<file path="src/verilog/boot_strap_pkg.sv">
// constants for strap sampling, activity signalling and channel access
package boot_strap_pkg;
   localparam int unsigned CLOCK_HZ          = 50_000_000;
   localparam int unsigned STARTUP_TIME_MS   = 60;
   localparam int unsigned STARTUP_CYCLES    = (CLOCK_HZ / 1000) * STARTUP_TIME_MS;
   localparam int unsigned RESET_MIN_TIME_US = 1;
   localparam int unsigned RESET_MIN_CYCLES  = (CLOCK_HZ / 1_000_000) * RESET_MIN_TIME_US;
   localparam int unsigned REF_CLOCK_HZ      = 8_000_000;
   localparam logic        HOST_UART         = 1'b0;
   localparam logic        HOST_I2C          = 1'b1;
   localparam logic        BOOT_ROM          = 1'b0;
   localparam logic        BOOT_FLASH        = 1'b1;
   localparam logic        TX_ACTIVE_LVL     = 1'b0;
   localparam logic        TX_IDLE_LVL       = 1'b1;
   localparam logic        ACT_PASSIVE_LVL   = 1'b1;
   localparam logic        ACT_BUSY_LVL      = 1'b0;
   localparam logic        BIU_SRC_RSSI      = 1'b0;
   localparam logic        BIU_SRC_TRAFFIC   = 1'b1;
   localparam int unsigned SLOT_COUNT_W      = 8;
   localparam int unsigned SLOT_LEN_W        = 16;
   localparam int unsigned DIV_W             = 1;
   localparam logic [SLOT_COUNT_W-1:0] SLOT_ZERO = 8'h00;
   localparam logic [SLOT_LEN_W-1:0]   LEN_ZERO  = 16'h0000;
   typedef enum logic [2:0] {
      ST_SAMPLE = 3'b000,
      ST_BOOT   = 3'b001,
      ST_RUN    = 3'b010
   } phase_t;
   typedef enum logic [1:0] {
      CS_IDLE  = 2'b00,
      CS_SLOT  = 2'b01,
      CS_GRANT = 2'b10
   } csma_t;
endpackage : boot_strap_pkg

</file>
<file path="src/verilog/boot_strap_and_phy_status.sv">
// start-up strap sampling, boot selection, activity pins and clock division
`timescale 1ns/1ps
module boot_strap_and_phy_status #(
   parameter int unsigned STARTUP_CYCLES = boot_strap_pkg::STARTUP_CYCLES,
   parameter int unsigned SLOT_COUNT_W   = boot_strap_pkg::SLOT_COUNT_W,
   parameter int unsigned SLOT_LEN_W     = boot_strap_pkg::SLOT_LEN_W
) (
   input  wire logic                    clock,
   input  wire logic                    sys_rst,
   input  wire logic                    clk_en,
   input  wire logic                    soft_reset,
   input  wire logic                    physical_layer_clock,
   input  wire logic                    host_select_strap,
   input  wire logic                    boot_source_strap_pin_in,
   input  wire logic                    boot_sector_strap,
   input  wire logic                    modem_transmitting,
   input  wire logic                    modem_active_rx,
   input  wire logic                    band_rssi_busy,
   input  wire logic                    band_traffic_busy,
   input  wire logic                    biu_detect_enable,
   input  wire logic                    biu_signal_enable,
   input  wire logic                    biu_source_sel,
   input  wire logic [SLOT_COUNT_W-1:0] slot_count,
   input  wire logic [SLOT_LEN_W-1:0]   slot_length,
   input  wire logic [SLOT_COUNT_W-1:0] backoff_slots,
   input  wire logic                    tx_request,
   input  wire logic                    bootloader_done,
   output logic                         tx_grant,
   output logic                         boot_source_strap_pin_out,
   output logic                         boot_source_strap_pin_oe_n,
   output logic                         band_occupied_pin,
   output logic                         transmit_indicator_n,
   output logic                         host_is_i2c,
   output logic                         boot_from_flash,
   output logic                         boot_sector_sel,
   output logic                         bootloader_run,
   output logic                         startup_done,
   output logic                         protocol_clock_en
);
   boot_strap_pkg::phase_t phase_reg, phase_next;
   logic [31:0] count_reg, count_next;
   logic        host_reg, boot_reg, sector_reg;
   logic        act_reg, tx_ind_reg, band_pin_reg, boot_pin_reg, boot_oe_n_reg;
   logic [boot_strap_pkg::DIV_W-1:0] div_reg;

   wire sampling = (phase_reg == boot_strap_pkg::ST_SAMPLE);
   wire running  = (phase_reg == boot_strap_pkg::ST_RUN);
   wire count_end = (count_reg >= STARTUP_CYCLES - 1);
   wire band_busy = (biu_source_sel == boot_strap_pkg::BIU_SRC_TRAFFIC) ?
                    band_traffic_busy : band_rssi_busy;
   wire biu_event = biu_detect_enable && biu_signal_enable && band_busy;
   wire activity  = (modem_transmitting || modem_active_rx) ?
                    boot_strap_pkg::ACT_BUSY_LVL : boot_strap_pkg::ACT_PASSIVE_LVL;
   wire tx_level  = modem_transmitting ?
                    boot_strap_pkg::TX_ACTIVE_LVL : boot_strap_pkg::TX_IDLE_LVL;
   wire act_shown = running ? activity : boot_strap_pkg::ACT_PASSIVE_LVL;
   wire tx_shown  = running ? tx_level : boot_strap_pkg::TX_IDLE_LVL;
   wire act_on_boot = (host_reg == boot_strap_pkg::HOST_I2C);
   wire band_level  = act_on_boot ? biu_event : (act_shown & ~biu_event);
   wire sector_eff  = (boot_reg == boot_strap_pkg::BOOT_FLASH) && sector_reg;

   // sample, then run bootloader while the start-up time counts out; run once both are done
   always_comb begin
      phase_next = phase_reg;
      count_next = count_reg + 32'h1;
      unique case (phase_reg)
         boot_strap_pkg::ST_SAMPLE: phase_next = boot_strap_pkg::ST_BOOT;
         boot_strap_pkg::ST_BOOT:
            if (count_end && bootloader_done) phase_next = boot_strap_pkg::ST_RUN;
         boot_strap_pkg::ST_RUN: count_next = count_reg;
         default: phase_next = boot_strap_pkg::ST_SAMPLE;
      endcase
      if (count_end) count_next = count_reg;
   end

   always_ff @(posedge clock or posedge sys_rst) begin
      if (sys_rst) begin
         phase_reg <= boot_strap_pkg::ST_SAMPLE;
         count_reg <= 32'h0;
      end else if (clk_en) begin
         if (soft_reset) begin
            phase_reg <= boot_strap_pkg::ST_SAMPLE;
            count_reg <= 32'h0;
         end else begin
            phase_reg <= phase_next;
            count_reg <= count_next;
         end
      end
   end

   // straps caught once per reset, then held
   always_ff @(posedge clock or posedge sys_rst) begin
      if (sys_rst) begin
         host_reg   <= boot_strap_pkg::HOST_UART;
         boot_reg   <= boot_strap_pkg::BOOT_ROM;
         sector_reg <= 1'b0;
      end else if (clk_en && sampling && !soft_reset) begin
         host_reg   <= host_select_strap;
         boot_reg   <= boot_source_strap_pin_in;
         sector_reg <= boot_sector_strap;
      end
   end

   always_ff @(posedge clock or posedge sys_rst) begin
      if (sys_rst) begin
         tx_ind_reg    <= boot_strap_pkg::TX_IDLE_LVL;
         band_pin_reg  <= boot_strap_pkg::ACT_PASSIVE_LVL;
         boot_pin_reg  <= boot_strap_pkg::ACT_PASSIVE_LVL;
         boot_oe_n_reg <= 1'b1;
      end else if (clk_en && soft_reset) begin
         tx_ind_reg    <= boot_strap_pkg::TX_IDLE_LVL;
         band_pin_reg  <= boot_strap_pkg::ACT_PASSIVE_LVL;
         boot_pin_reg  <= boot_strap_pkg::ACT_PASSIVE_LVL;
         boot_oe_n_reg <= 1'b1;
      end else if (clk_en) begin
         tx_ind_reg    <= tx_shown;
         band_pin_reg  <= band_level;
         boot_pin_reg  <= act_shown;
         boot_oe_n_reg <= !(running && act_on_boot);
      end
   end

   // protocol clock enable: every second physical-layer tick
   always_ff @(posedge clock or posedge sys_rst) begin
      if (sys_rst) div_reg <= '0;
      else if (clk_en && physical_layer_clock) div_reg <= div_reg ^ 1'b1;
   end

   csma_access #(
      .SLOT_COUNT_W (SLOT_COUNT_W),
      .SLOT_LEN_W   (SLOT_LEN_W)
   ) u_csma (
      .clock         (clock),
      .sys_rst       (sys_rst),
      .clk_en        (clk_en),
      .enable        (running),
      .tx_request    (tx_request),
      .band_busy     (band_busy),
      .slot_count    (slot_count),
      .slot_length   (slot_length),
      .backoff_slots (backoff_slots),
      .tx_grant      (tx_grant)
   );

   assign boot_source_strap_pin_out  = boot_pin_reg;
   assign boot_source_strap_pin_oe_n = boot_oe_n_reg;
   assign band_occupied_pin          = band_pin_reg;
   assign transmit_indicator_n       = tx_ind_reg;
   assign host_is_i2c                = host_reg;
   assign boot_from_flash            = boot_reg;
   assign boot_sector_sel            = sector_eff;
   assign bootloader_run             = (phase_reg == boot_strap_pkg::ST_BOOT);
   assign startup_done               = running;
   assign protocol_clock_en          = physical_layer_clock && div_reg[0];
   assign act_reg                    = act_shown;
endmodule : boot_strap_and_phy_status

</file>
<file path="src/verilog/csma_access.sv">
// carrier-sense slotted channel access for the 125-140 khz band
`timescale 1ns/1ps
module csma_access #(
   parameter int unsigned SLOT_COUNT_W = boot_strap_pkg::SLOT_COUNT_W,
   parameter int unsigned SLOT_LEN_W   = boot_strap_pkg::SLOT_LEN_W
) (
   input  wire logic                    clock,
   input  wire logic                    sys_rst,
   input  wire logic                    clk_en,
   input  wire logic                    enable,
   input  wire logic                    tx_request,
   input  wire logic                    band_busy,
   input  wire logic [SLOT_COUNT_W-1:0] slot_count,
   input  wire logic [SLOT_LEN_W-1:0]   slot_length,
   input  wire logic [SLOT_COUNT_W-1:0] backoff_slots,
   output logic                         tx_grant
);
   boot_strap_pkg::csma_t state_reg, state_next;
   logic [SLOT_COUNT_W-1:0] slot_reg, slot_next;
   logic [SLOT_LEN_W-1:0]   tick_reg, tick_next;
   wire slot_done = (tick_reg == slot_length) || (slot_length == boot_strap_pkg::LEN_ZERO);
   wire last_slot = (slot_reg >= backoff_slots) || (slot_reg >= slot_count);

   // waits the chosen slots with the band free, restarts when busy
   always_comb begin
      state_next = state_reg;
      slot_next  = slot_reg;
      tick_next  = tick_reg;
      unique case (state_reg)
         boot_strap_pkg::CS_IDLE: begin
            slot_next = boot_strap_pkg::SLOT_ZERO;
            tick_next = boot_strap_pkg::LEN_ZERO;
            if (enable && tx_request) state_next = boot_strap_pkg::CS_SLOT;
         end
         boot_strap_pkg::CS_SLOT: begin
            if (!tx_request) state_next = boot_strap_pkg::CS_IDLE;
            else if (band_busy) begin
               slot_next = boot_strap_pkg::SLOT_ZERO;
               tick_next = boot_strap_pkg::LEN_ZERO;
            end else if (slot_done) begin
               tick_next = boot_strap_pkg::LEN_ZERO;
               if (last_slot) state_next = boot_strap_pkg::CS_GRANT;
               else slot_next = slot_reg + 1'b1;
            end else tick_next = tick_reg + 1'b1;
         end
         boot_strap_pkg::CS_GRANT: begin
            if (!tx_request) state_next = boot_strap_pkg::CS_IDLE;
         end
         default: state_next = boot_strap_pkg::CS_IDLE;
      endcase
   end

   always_ff @(posedge clock or posedge sys_rst) begin
      if (sys_rst) begin
         state_reg <= boot_strap_pkg::CS_IDLE;
         slot_reg  <= boot_strap_pkg::SLOT_ZERO;
         tick_reg  <= boot_strap_pkg::LEN_ZERO;
      end else if (clk_en) begin
         state_reg <= state_next;
         slot_reg  <= slot_next;
         tick_reg  <= tick_next;
      end
   end

   assign tx_grant = (state_reg == boot_strap_pkg::CS_GRANT);
endmodule : csma_access

</file>
<file path="config.mk">
export PLATFORM = sky130hd
export DESIGN_NAME = boot_strap_and_phy_status
export DESIGN_NICKNAME = d
export VERILOG_FILES = /design/src/verilog/boot_strap_pkg.sv /design/src/verilog/boot_strap_and_phy_status.sv /design/src/verilog/csma_access.sv
export SDC_FILE = /design/constraint.sdc
export NUM_CORES = 1
export LEC_CHECK = 0
export ABC_AREA = 1
export BUFFER_PORTS_ARGS = -buffer_cell sky130_fd_sc_hd__buf_2
export CORE_ASPECT_RATIO = 1.1
export CORE_MARGIN = 2
export CORE_UTILIZATION = 55
export DETAILED_ROUTE_END_ITERATION = 8
export PLACE_DENSITY = 0.76
export SYNTH_ARGS = -nofsm -noshare
export SYNTH_HDL_FRONTEND = slang
export SYNTH_SLANG_ARGS = --single-unit
export TNS_END_PERCENT = 1
</file>
<file path="constraint.sdc">
create_clock -name clock -period 2.3 [get_ports clock]
set_input_delay 0.115 -clock clock [delete_from_list [all_inputs] [get_ports clock]]
set_output_delay 0.115 -clock clock [all_outputs]
set_load 0.005 [all_outputs]
</file>
==> results.txt, run 1 <==
Status -> finished clean
Core Box Area -> 0.00836 mm^2
Slew headroom -> 0.533
Top cell type by total area after synthesis -> dfrtp_1
Final setup viols -> 0
Io pins -> 60
Number of port buffers -> 59
CTS H-tree depth -> 3
Vias in the first global route -> 4451
Rows -> 35
Sequential power share -> 0.443
Pre-antenna DRT Iters -> 5
Top cells by area, synth -> dfrtp_1, nand2_1, inv_1
Top cell type's share of synthesized area -> 0.337
CP required -> 2.52 ns
Avg Cell Area, Syn -> 6.94 um^2
Post-synth EDFFs -> 0
Hpwl dp -> 8250 um
Most used cell, CP -> nand2_1
First-pass GRT wire length -> 19200 um
Fillcell total -> 742
DP Area -> 0.00514 mm^2
Slew Viols, Final -> 0
Leak -> 0.00273 uW
CP endpoint kind -> flop
PwrDens -> 600 mW/mm^2
Vias per cell -> 5.11
Initial antenna violation count -> 0
Worst path cell trace -> ha_1 > nand2_2 > nor2_4 > nand3_2 > nand2_1 > nand2_1 > nand2_1 > nand2_2 > nand3_2 > nand2_4 > inv_6 > o21ai_0
Area growth from synthesis to layout -> 13.0%
Largest net degree at the start of global routing -> 38
Clk_skew -> 0.00891 ns
Mapped Nets -> 752
Chip height -> 101 um
Psw -> 1160 uW
Initial Util -> 0.567
Synth async-reset ratio -> 1.00
CTS Hold Buffers Added -> 4
# clock sinks -> 68
Sw Share -> 0.360
Diode count -> 0
Fin nets -> 820
Final Hold Violating Endpoints -> 0
Fmax -> 486 MHz
Synth Instances -> 684
Int Power -> 2060 uW
Post-Layout Inst Area -> 0.00536 mm^2
Fin crit period -> 2.06 ns
Distinct cells, synth -> 42
GRT Util Overall -> 0.255
Remaining global-route overflow -> 0
Most frequent cells in the layout -> nand2_1, inv_1, nor2_1
Synth Cell Area -> 0.00475 mm^2
CP peak stage delay -> 0.41 ns
Post-CTS Setup Bufs -> 0
Maxcap violations -> 0
RSZ-0062 raised after global routing -> no
RePlAce Congestion -> 0.996
Clock power frac -> 0.282
Peak VDD IR -> 0.000375 V
Die Wd -> 92.6 um
Remaining antenna violation count -> 0
CP arrival -> 2.28 ns
CP Launch Type -> flop
Crit share post-route -> 0.894
Full die area -> 0.00939 mm^2
Max reg flops -> 32
Clock insertion delay at the later pin of the skew report -> 0.35 ns
CTS tree -> done
Via Count -> 4439
Transition time of the tightest slew-check pin -> 0.699 ns
Comb power frac -> 0.275
Longest Clk Path Bufs -> 2
Worst-path clk slew -> 0.07 ns
CTS-repair resized insts -> 0
Critical path class -> flop to flop
Total Wirelength -> 10900 um
YS warnings -> 0
Cts bufs inserted -> 9
Hold Path Class -> input pin to flop
CP max-delay cell -> dfrtp_1
Share of the yosys chip area belonging to registers -> 0.360
Most common cell after layout, fill and taps aside -> nand2_1
DRT iter0 DRCs -> 159
Wire per inst -> 12.5 um
Fin Setup TNS -> 0 ns
Ratio of cells with drive above 1 in the final layout -> 0.169
DRC violation count after routing -> 0
Crit-path max FO -> 37
Ys flop type -> dfrtp_1
CTS root buffer -> clkbuf_8
FF+latch count, synth -> 68
==> cell usage after synthesis, types with 2 or more instances <==
cell	count
xnor2_1	2
nor3_1	21
nor4_1	3
o21ai_0	16
mux2_2	3
nand3_1	42
nor2_4	3
nand4_1	16
buf_6	2
nand3b_1	5
ha_1	19
buf_4	4
nand2_1	205
or2_2	4
o21ai_2	15
nand3_2	3
inv_1	104
nand2_2	3
nor3b_1	2
a21oi_1	7
nor2_2	3
nand2_4	2
xor2_1	17
inv_2	3
nor2_1	91
clkbuf_1	2
dfrtp_1	64
o21ai_1	5
buf_2	2
dfstp_2	4
==> worst max-delay path, delay by kind of cell (launching register included) <==
kind	cells	cell delay [ns]
AOI/OAI and AO/OA	1	0.10
and+or+nand+nor	9	0.93
DFF	1	0.41
buffers and inverters	1	0.23
adders and majority gates	1	0.27
==> cells by family after synthesis <==
group / Yosys count / share of synthesized area
fa+ha+maj: 19 / 0.0501
buf+inv: 119 / 0.104
xor+xnor: 19 / 0.0351
simple gates: 406 / 0.375
flops: 68 / 0.360
compound gates: 50 / 0.0686
mux: 3 / 0.00712
==> per-stage QoR <==
stage	util	hold slack [ns]	total power (uW)	setup WS, ns	std cells
finish	0.641	0.0406	3220	0.243	868
global route	0.641	0.0329	3440	0.0145	868
CTS	0.641	0.0103	3250	0.231	868
detailed placement	0.615	0.265	2330	0.257	848
global placement	0.615	0.261	2290	0.332	848
floorplan	-	0.260	2080	0.480	684
==> path summary, 6_finish.rpt <==
check / from / end / slack, ns / depth (start not counted)
max: count_reg[0]$_DFFE_PP0P_ / count_reg[7]$_DFFE_PP0P_ / 0.24 / 12
max reg2reg: count_reg[0]$_DFFE_PP0P_ / count_reg[7]$_DFFE_PP0P_ / 0.24 / 12
min reg2reg: div_reg$_DFFE_PP0P_ / div_reg$_DFFE_PP0P_ / 0.49 / 1
max in group asynchronous: sys_rst / count_reg[18]$_DFFE_PP0P_ / 1.21 / 4
min in group asynchronous: sys_rst / u_csma.tick_reg[15]$_DFFE_PP0P_ / 0.42 / 3
min: modem_transmitting / transmit_indicator_n$_DFFE_PP1P_ / 0.04 / 4
==> power groups by stage <==
stage,Combinational [uW],Sequential [uW],Clock [uW]
5_1_grt,1010,1440,981
3_5_place_dp,885,1450,0
2_1_floorplan,653,1430,0
4_1_cts,894,1420,930
6_report,885,1430,906
3_3_place_gp,851,1440,0
==> cell type report <==
cell class	count	area, um^2	area share
clock buffers	11	141	0.0264
clock inverters	5	37.5	0.00700
inverters	108	410	0.0765
multi-input cells	497	2540	0.474
flip-flops and latches	68	1710	0.318
well taps	111	139	0.0259
repair buffers	68	385	0.0718
==> metal layers <==
| metal | up-vias | wire length [um] | track usage |
|---|---|---|---|
| met1 | 2039 | 4540 | 0.300 |
| met3 | 28 | 452 | 0.0409 |
| li1 | 2272 | - | - |
| met5 | - | 0 | 0 |
| met4 | 0 | 302 | 0.124 |
| met2 | 100 | 5600 | 0.453 |
Power figures use the tool's default switching activity.
==> inputs of run 2 (changes only) <==
--- a/config.mk
+++ b/config.mk
@@ -6,12 +6,13 @@
 export NUM_CORES = 1
 export LEC_CHECK = 0
 export ABC_AREA = 1
-export BUFFER_PORTS_ARGS = -buffer_cell sky130_fd_sc_hd__buf_2
+export BUFFER_PORTS_ARGS = -buffer_cell sky130_fd_sc_hd__buf_4
 export CORE_ASPECT_RATIO = 1.1
 export CORE_MARGIN = 2
 export CORE_UTILIZATION = 55
 export DETAILED_ROUTE_END_ITERATION = 8
 export PLACE_DENSITY = 0.76
+export REMOVE_ABC_BUFFERS = 1
 export SYNTH_ARGS = -nofsm -noshare
 export SYNTH_HDL_FRONTEND = slang
 export SYNTH_SLANG_ARGS = --single-unit
==> results.txt, run 2 (synthesis gave the netlist of run 1 again) <==
CTS tree -> done
# clock sinks -> 68
Vias per cell -> 5.07
Peak VDD IR -> 0.000406 V
Vias in the first global route -> 4273
Total Wirelength -> 10600 um
Clk_skew -> 0.00960 ns
Die Wd -> 92.6 um
Chip height -> 101 um
Remaining global-route overflow -> 0
Largest net degree at the start of global routing -> 69
Fin crit period -> 1.98 ns
GRT Util Overall -> 0.243
Ratio of cells with drive above 1 in the final layout -> 0.167
Hpwl dp -> 7860 um
CP arrival -> 2.21 ns
CP Launch Type -> flop
Most common cell after layout, fill and taps aside -> nand2_1
CP required -> 2.53 ns
Cts bufs inserted -> 9
PwrDens -> 646 mW/mm^2
CP max-delay cell -> dfrtp_1
CTS root buffer -> clkbuf_8
Maxcap violations -> 0
Transition time of the tightest slew-check pin -> 0.516 ns
Final setup viols -> 0
FF-to-FF Start -> u_csma.slot_reg[5]$_DFFE_PP0P_
Max reg flops -> 32
Post-CTS Setup Bufs -> 0
Wire per inst -> 12.2 um
Reg2Reg Depth -> 9
Crit-path max FO -> 16
Full die area -> 0.00939 mm^2
Total power -> 3600 uW
Remaining antenna violation count -> 0
Hold Path Class -> input pin to flop
DRT iter0 DRCs -> 167
Number of port buffers -> 59
Worst path top cell family by delay -> simple AND/OR/NAND/NOR gates
Crit share post-route -> 0.859
Pre-antenna DRT Iters -> 6
Critical path class -> flop to flop
Diode count -> 0
Io pins -> 60
Slew Viols, Final -> 0
Longest Clk Path Bufs -> 2
Post-Place Cells -> 845
Slew headroom -> 0.653
Critical Path Start -> u_csma.slot_reg[5]$_DFFE_PP0P_
R2r endpoint -> u_csma.slot_reg[4]$_DFFE_PP0P_
First-pass GRT wire length -> 18300 um
Fmax -> 506 MHz
Most frequent cells in the layout -> nand2_1, inv_1, nor2_1
DRC violation count after routing -> 0
Initial Util -> 0.567
Status -> finished clean
Fin nets -> 818
Worst-path clk slew -> 0.08 ns
DP Area -> 0.00527 mm^2
CP Buf/Inv Count -> 0
RePlAce Congestion -> 0.942
Clock insertion delay at the later pin of the skew report -> 0.35 ns
R2r setup slk -> 0.32 ns
CP endpoint kind -> flop
Rows -> 35
Final cell count without fillers -> 866
Initial antenna violation count -> 0
Levels on crit path -> 9
CP Capture Point -> u_csma.slot_reg[4]$_DFFE_PP0P_
Area growth from synthesis to layout -> 17.5%
Leak -> 0.00281 uW
Core Box Area -> 0.00836 mm^2
Via Count -> 4393
CP peak stage delay -> 0.47 ns
Worst path cell trace -> ha_1 > a21oi_1 > nor2_1 > nor2_1 > nand3_1 > nand2_1 > nand3_4 > nand2_1 > o21ai_2
RSZ-0062 raised after global routing -> no
Post-Layout Inst Area -> 0.00558 mm^2
Final Hold Violating Endpoints -> 0
Fin Setup TNS -> 0 ns
CTS H-tree depth -> 3
## run 2: cell count changes in the layout (fill, tap and decap cells not counted), sizes merged
cell	change
bufinv	+3
clkinvlp	-1
buf	-3
clkbuf	-1
dlygate4sd3	+1
clkinv	-1
## run 2: final cells by class
class	instances	area, um^2
fillers	754	2790
multi-input cells	497	2550
flip-flops and latches	68	1710
repair buffers	66	520
inverters	108	410
well taps	111	139
clock buffers	10	138
clock inverters	6	111
## run 2: routing by layer
| metal | wire length, um | up-vias | share of wire | global-route usage |
|---|---|---|---|---|
| li1 | - | 2281 | - | - |
| met5 | 0 | - | 0 | 0 |
| met4 | 200 | 0 | 0.019 | 0.0941 |
| met3 | 322 | 15 | 0.031 | 0.0439 |
| met1 | 4510 | 2021 | 0.43 | 0.286 |
| met2 | 5510 | 76 | 0.52 | 0.441 |
## run 2: tightest hold or removal path: cells and delay by family
kind / cells / cell delay, ns
buffers and inverters: 1 / 0.11
AND/OR/NAND/NOR: 1 / 0.07
XOR/XNOR: 1 / 0.06
## run 2: worst min path at each step
stage / startpoint / end / slack (ns) / depth (start not counted)
floorplan: clk_en / band_occupied_pin$_DFFE_PP1P_ / 0.23 / 2
global placement: sys_rst / u_csma.tick_reg[6]$_DFFE_PP0P_ / 0.23 / 3
detailed placement: sys_rst / u_csma.tick_reg[5]$_DFFE_PP0P_ / 0.23 / 3
CTS: physical_layer_clock / div_reg$_DFFE_PP0P_ / 0.03 / 3
global route: physical_layer_clock / div_reg$_DFFE_PP0P_ / 0.03 / 3
finish: physical_layer_clock / div_reg$_DFFE_PP0P_ / 0.04 / 3
## run 2: what timing repair did
action                                 CTS  global route
gates resized for setup                  0             1
hold buffers                             5             0
endpoints found under the hold margin   68             0
setup endpoints to repair                0             2
## run 2: metrics by stage
step           hold WS (ns)  setup slack (ns)   util
3_5_place_dp          0.233             0.242  0.630
3_3_place_gp          0.227             0.349  0.630
5_1_grt              0.0350            0.0758  0.667
4_1_cts              0.0255             0.228  0.666
2_1_floorplan         0.234             0.480      -
6_report             0.0420             0.323  0.667
## run 2: power breakdown
group          internal (uW)  total (uW)  switching [uW]  leakage (uW)
Clock                    750        1240             486      0.000122
Sequential              1310        1430             116      0.000919
Combinational            375         937             562       0.00176
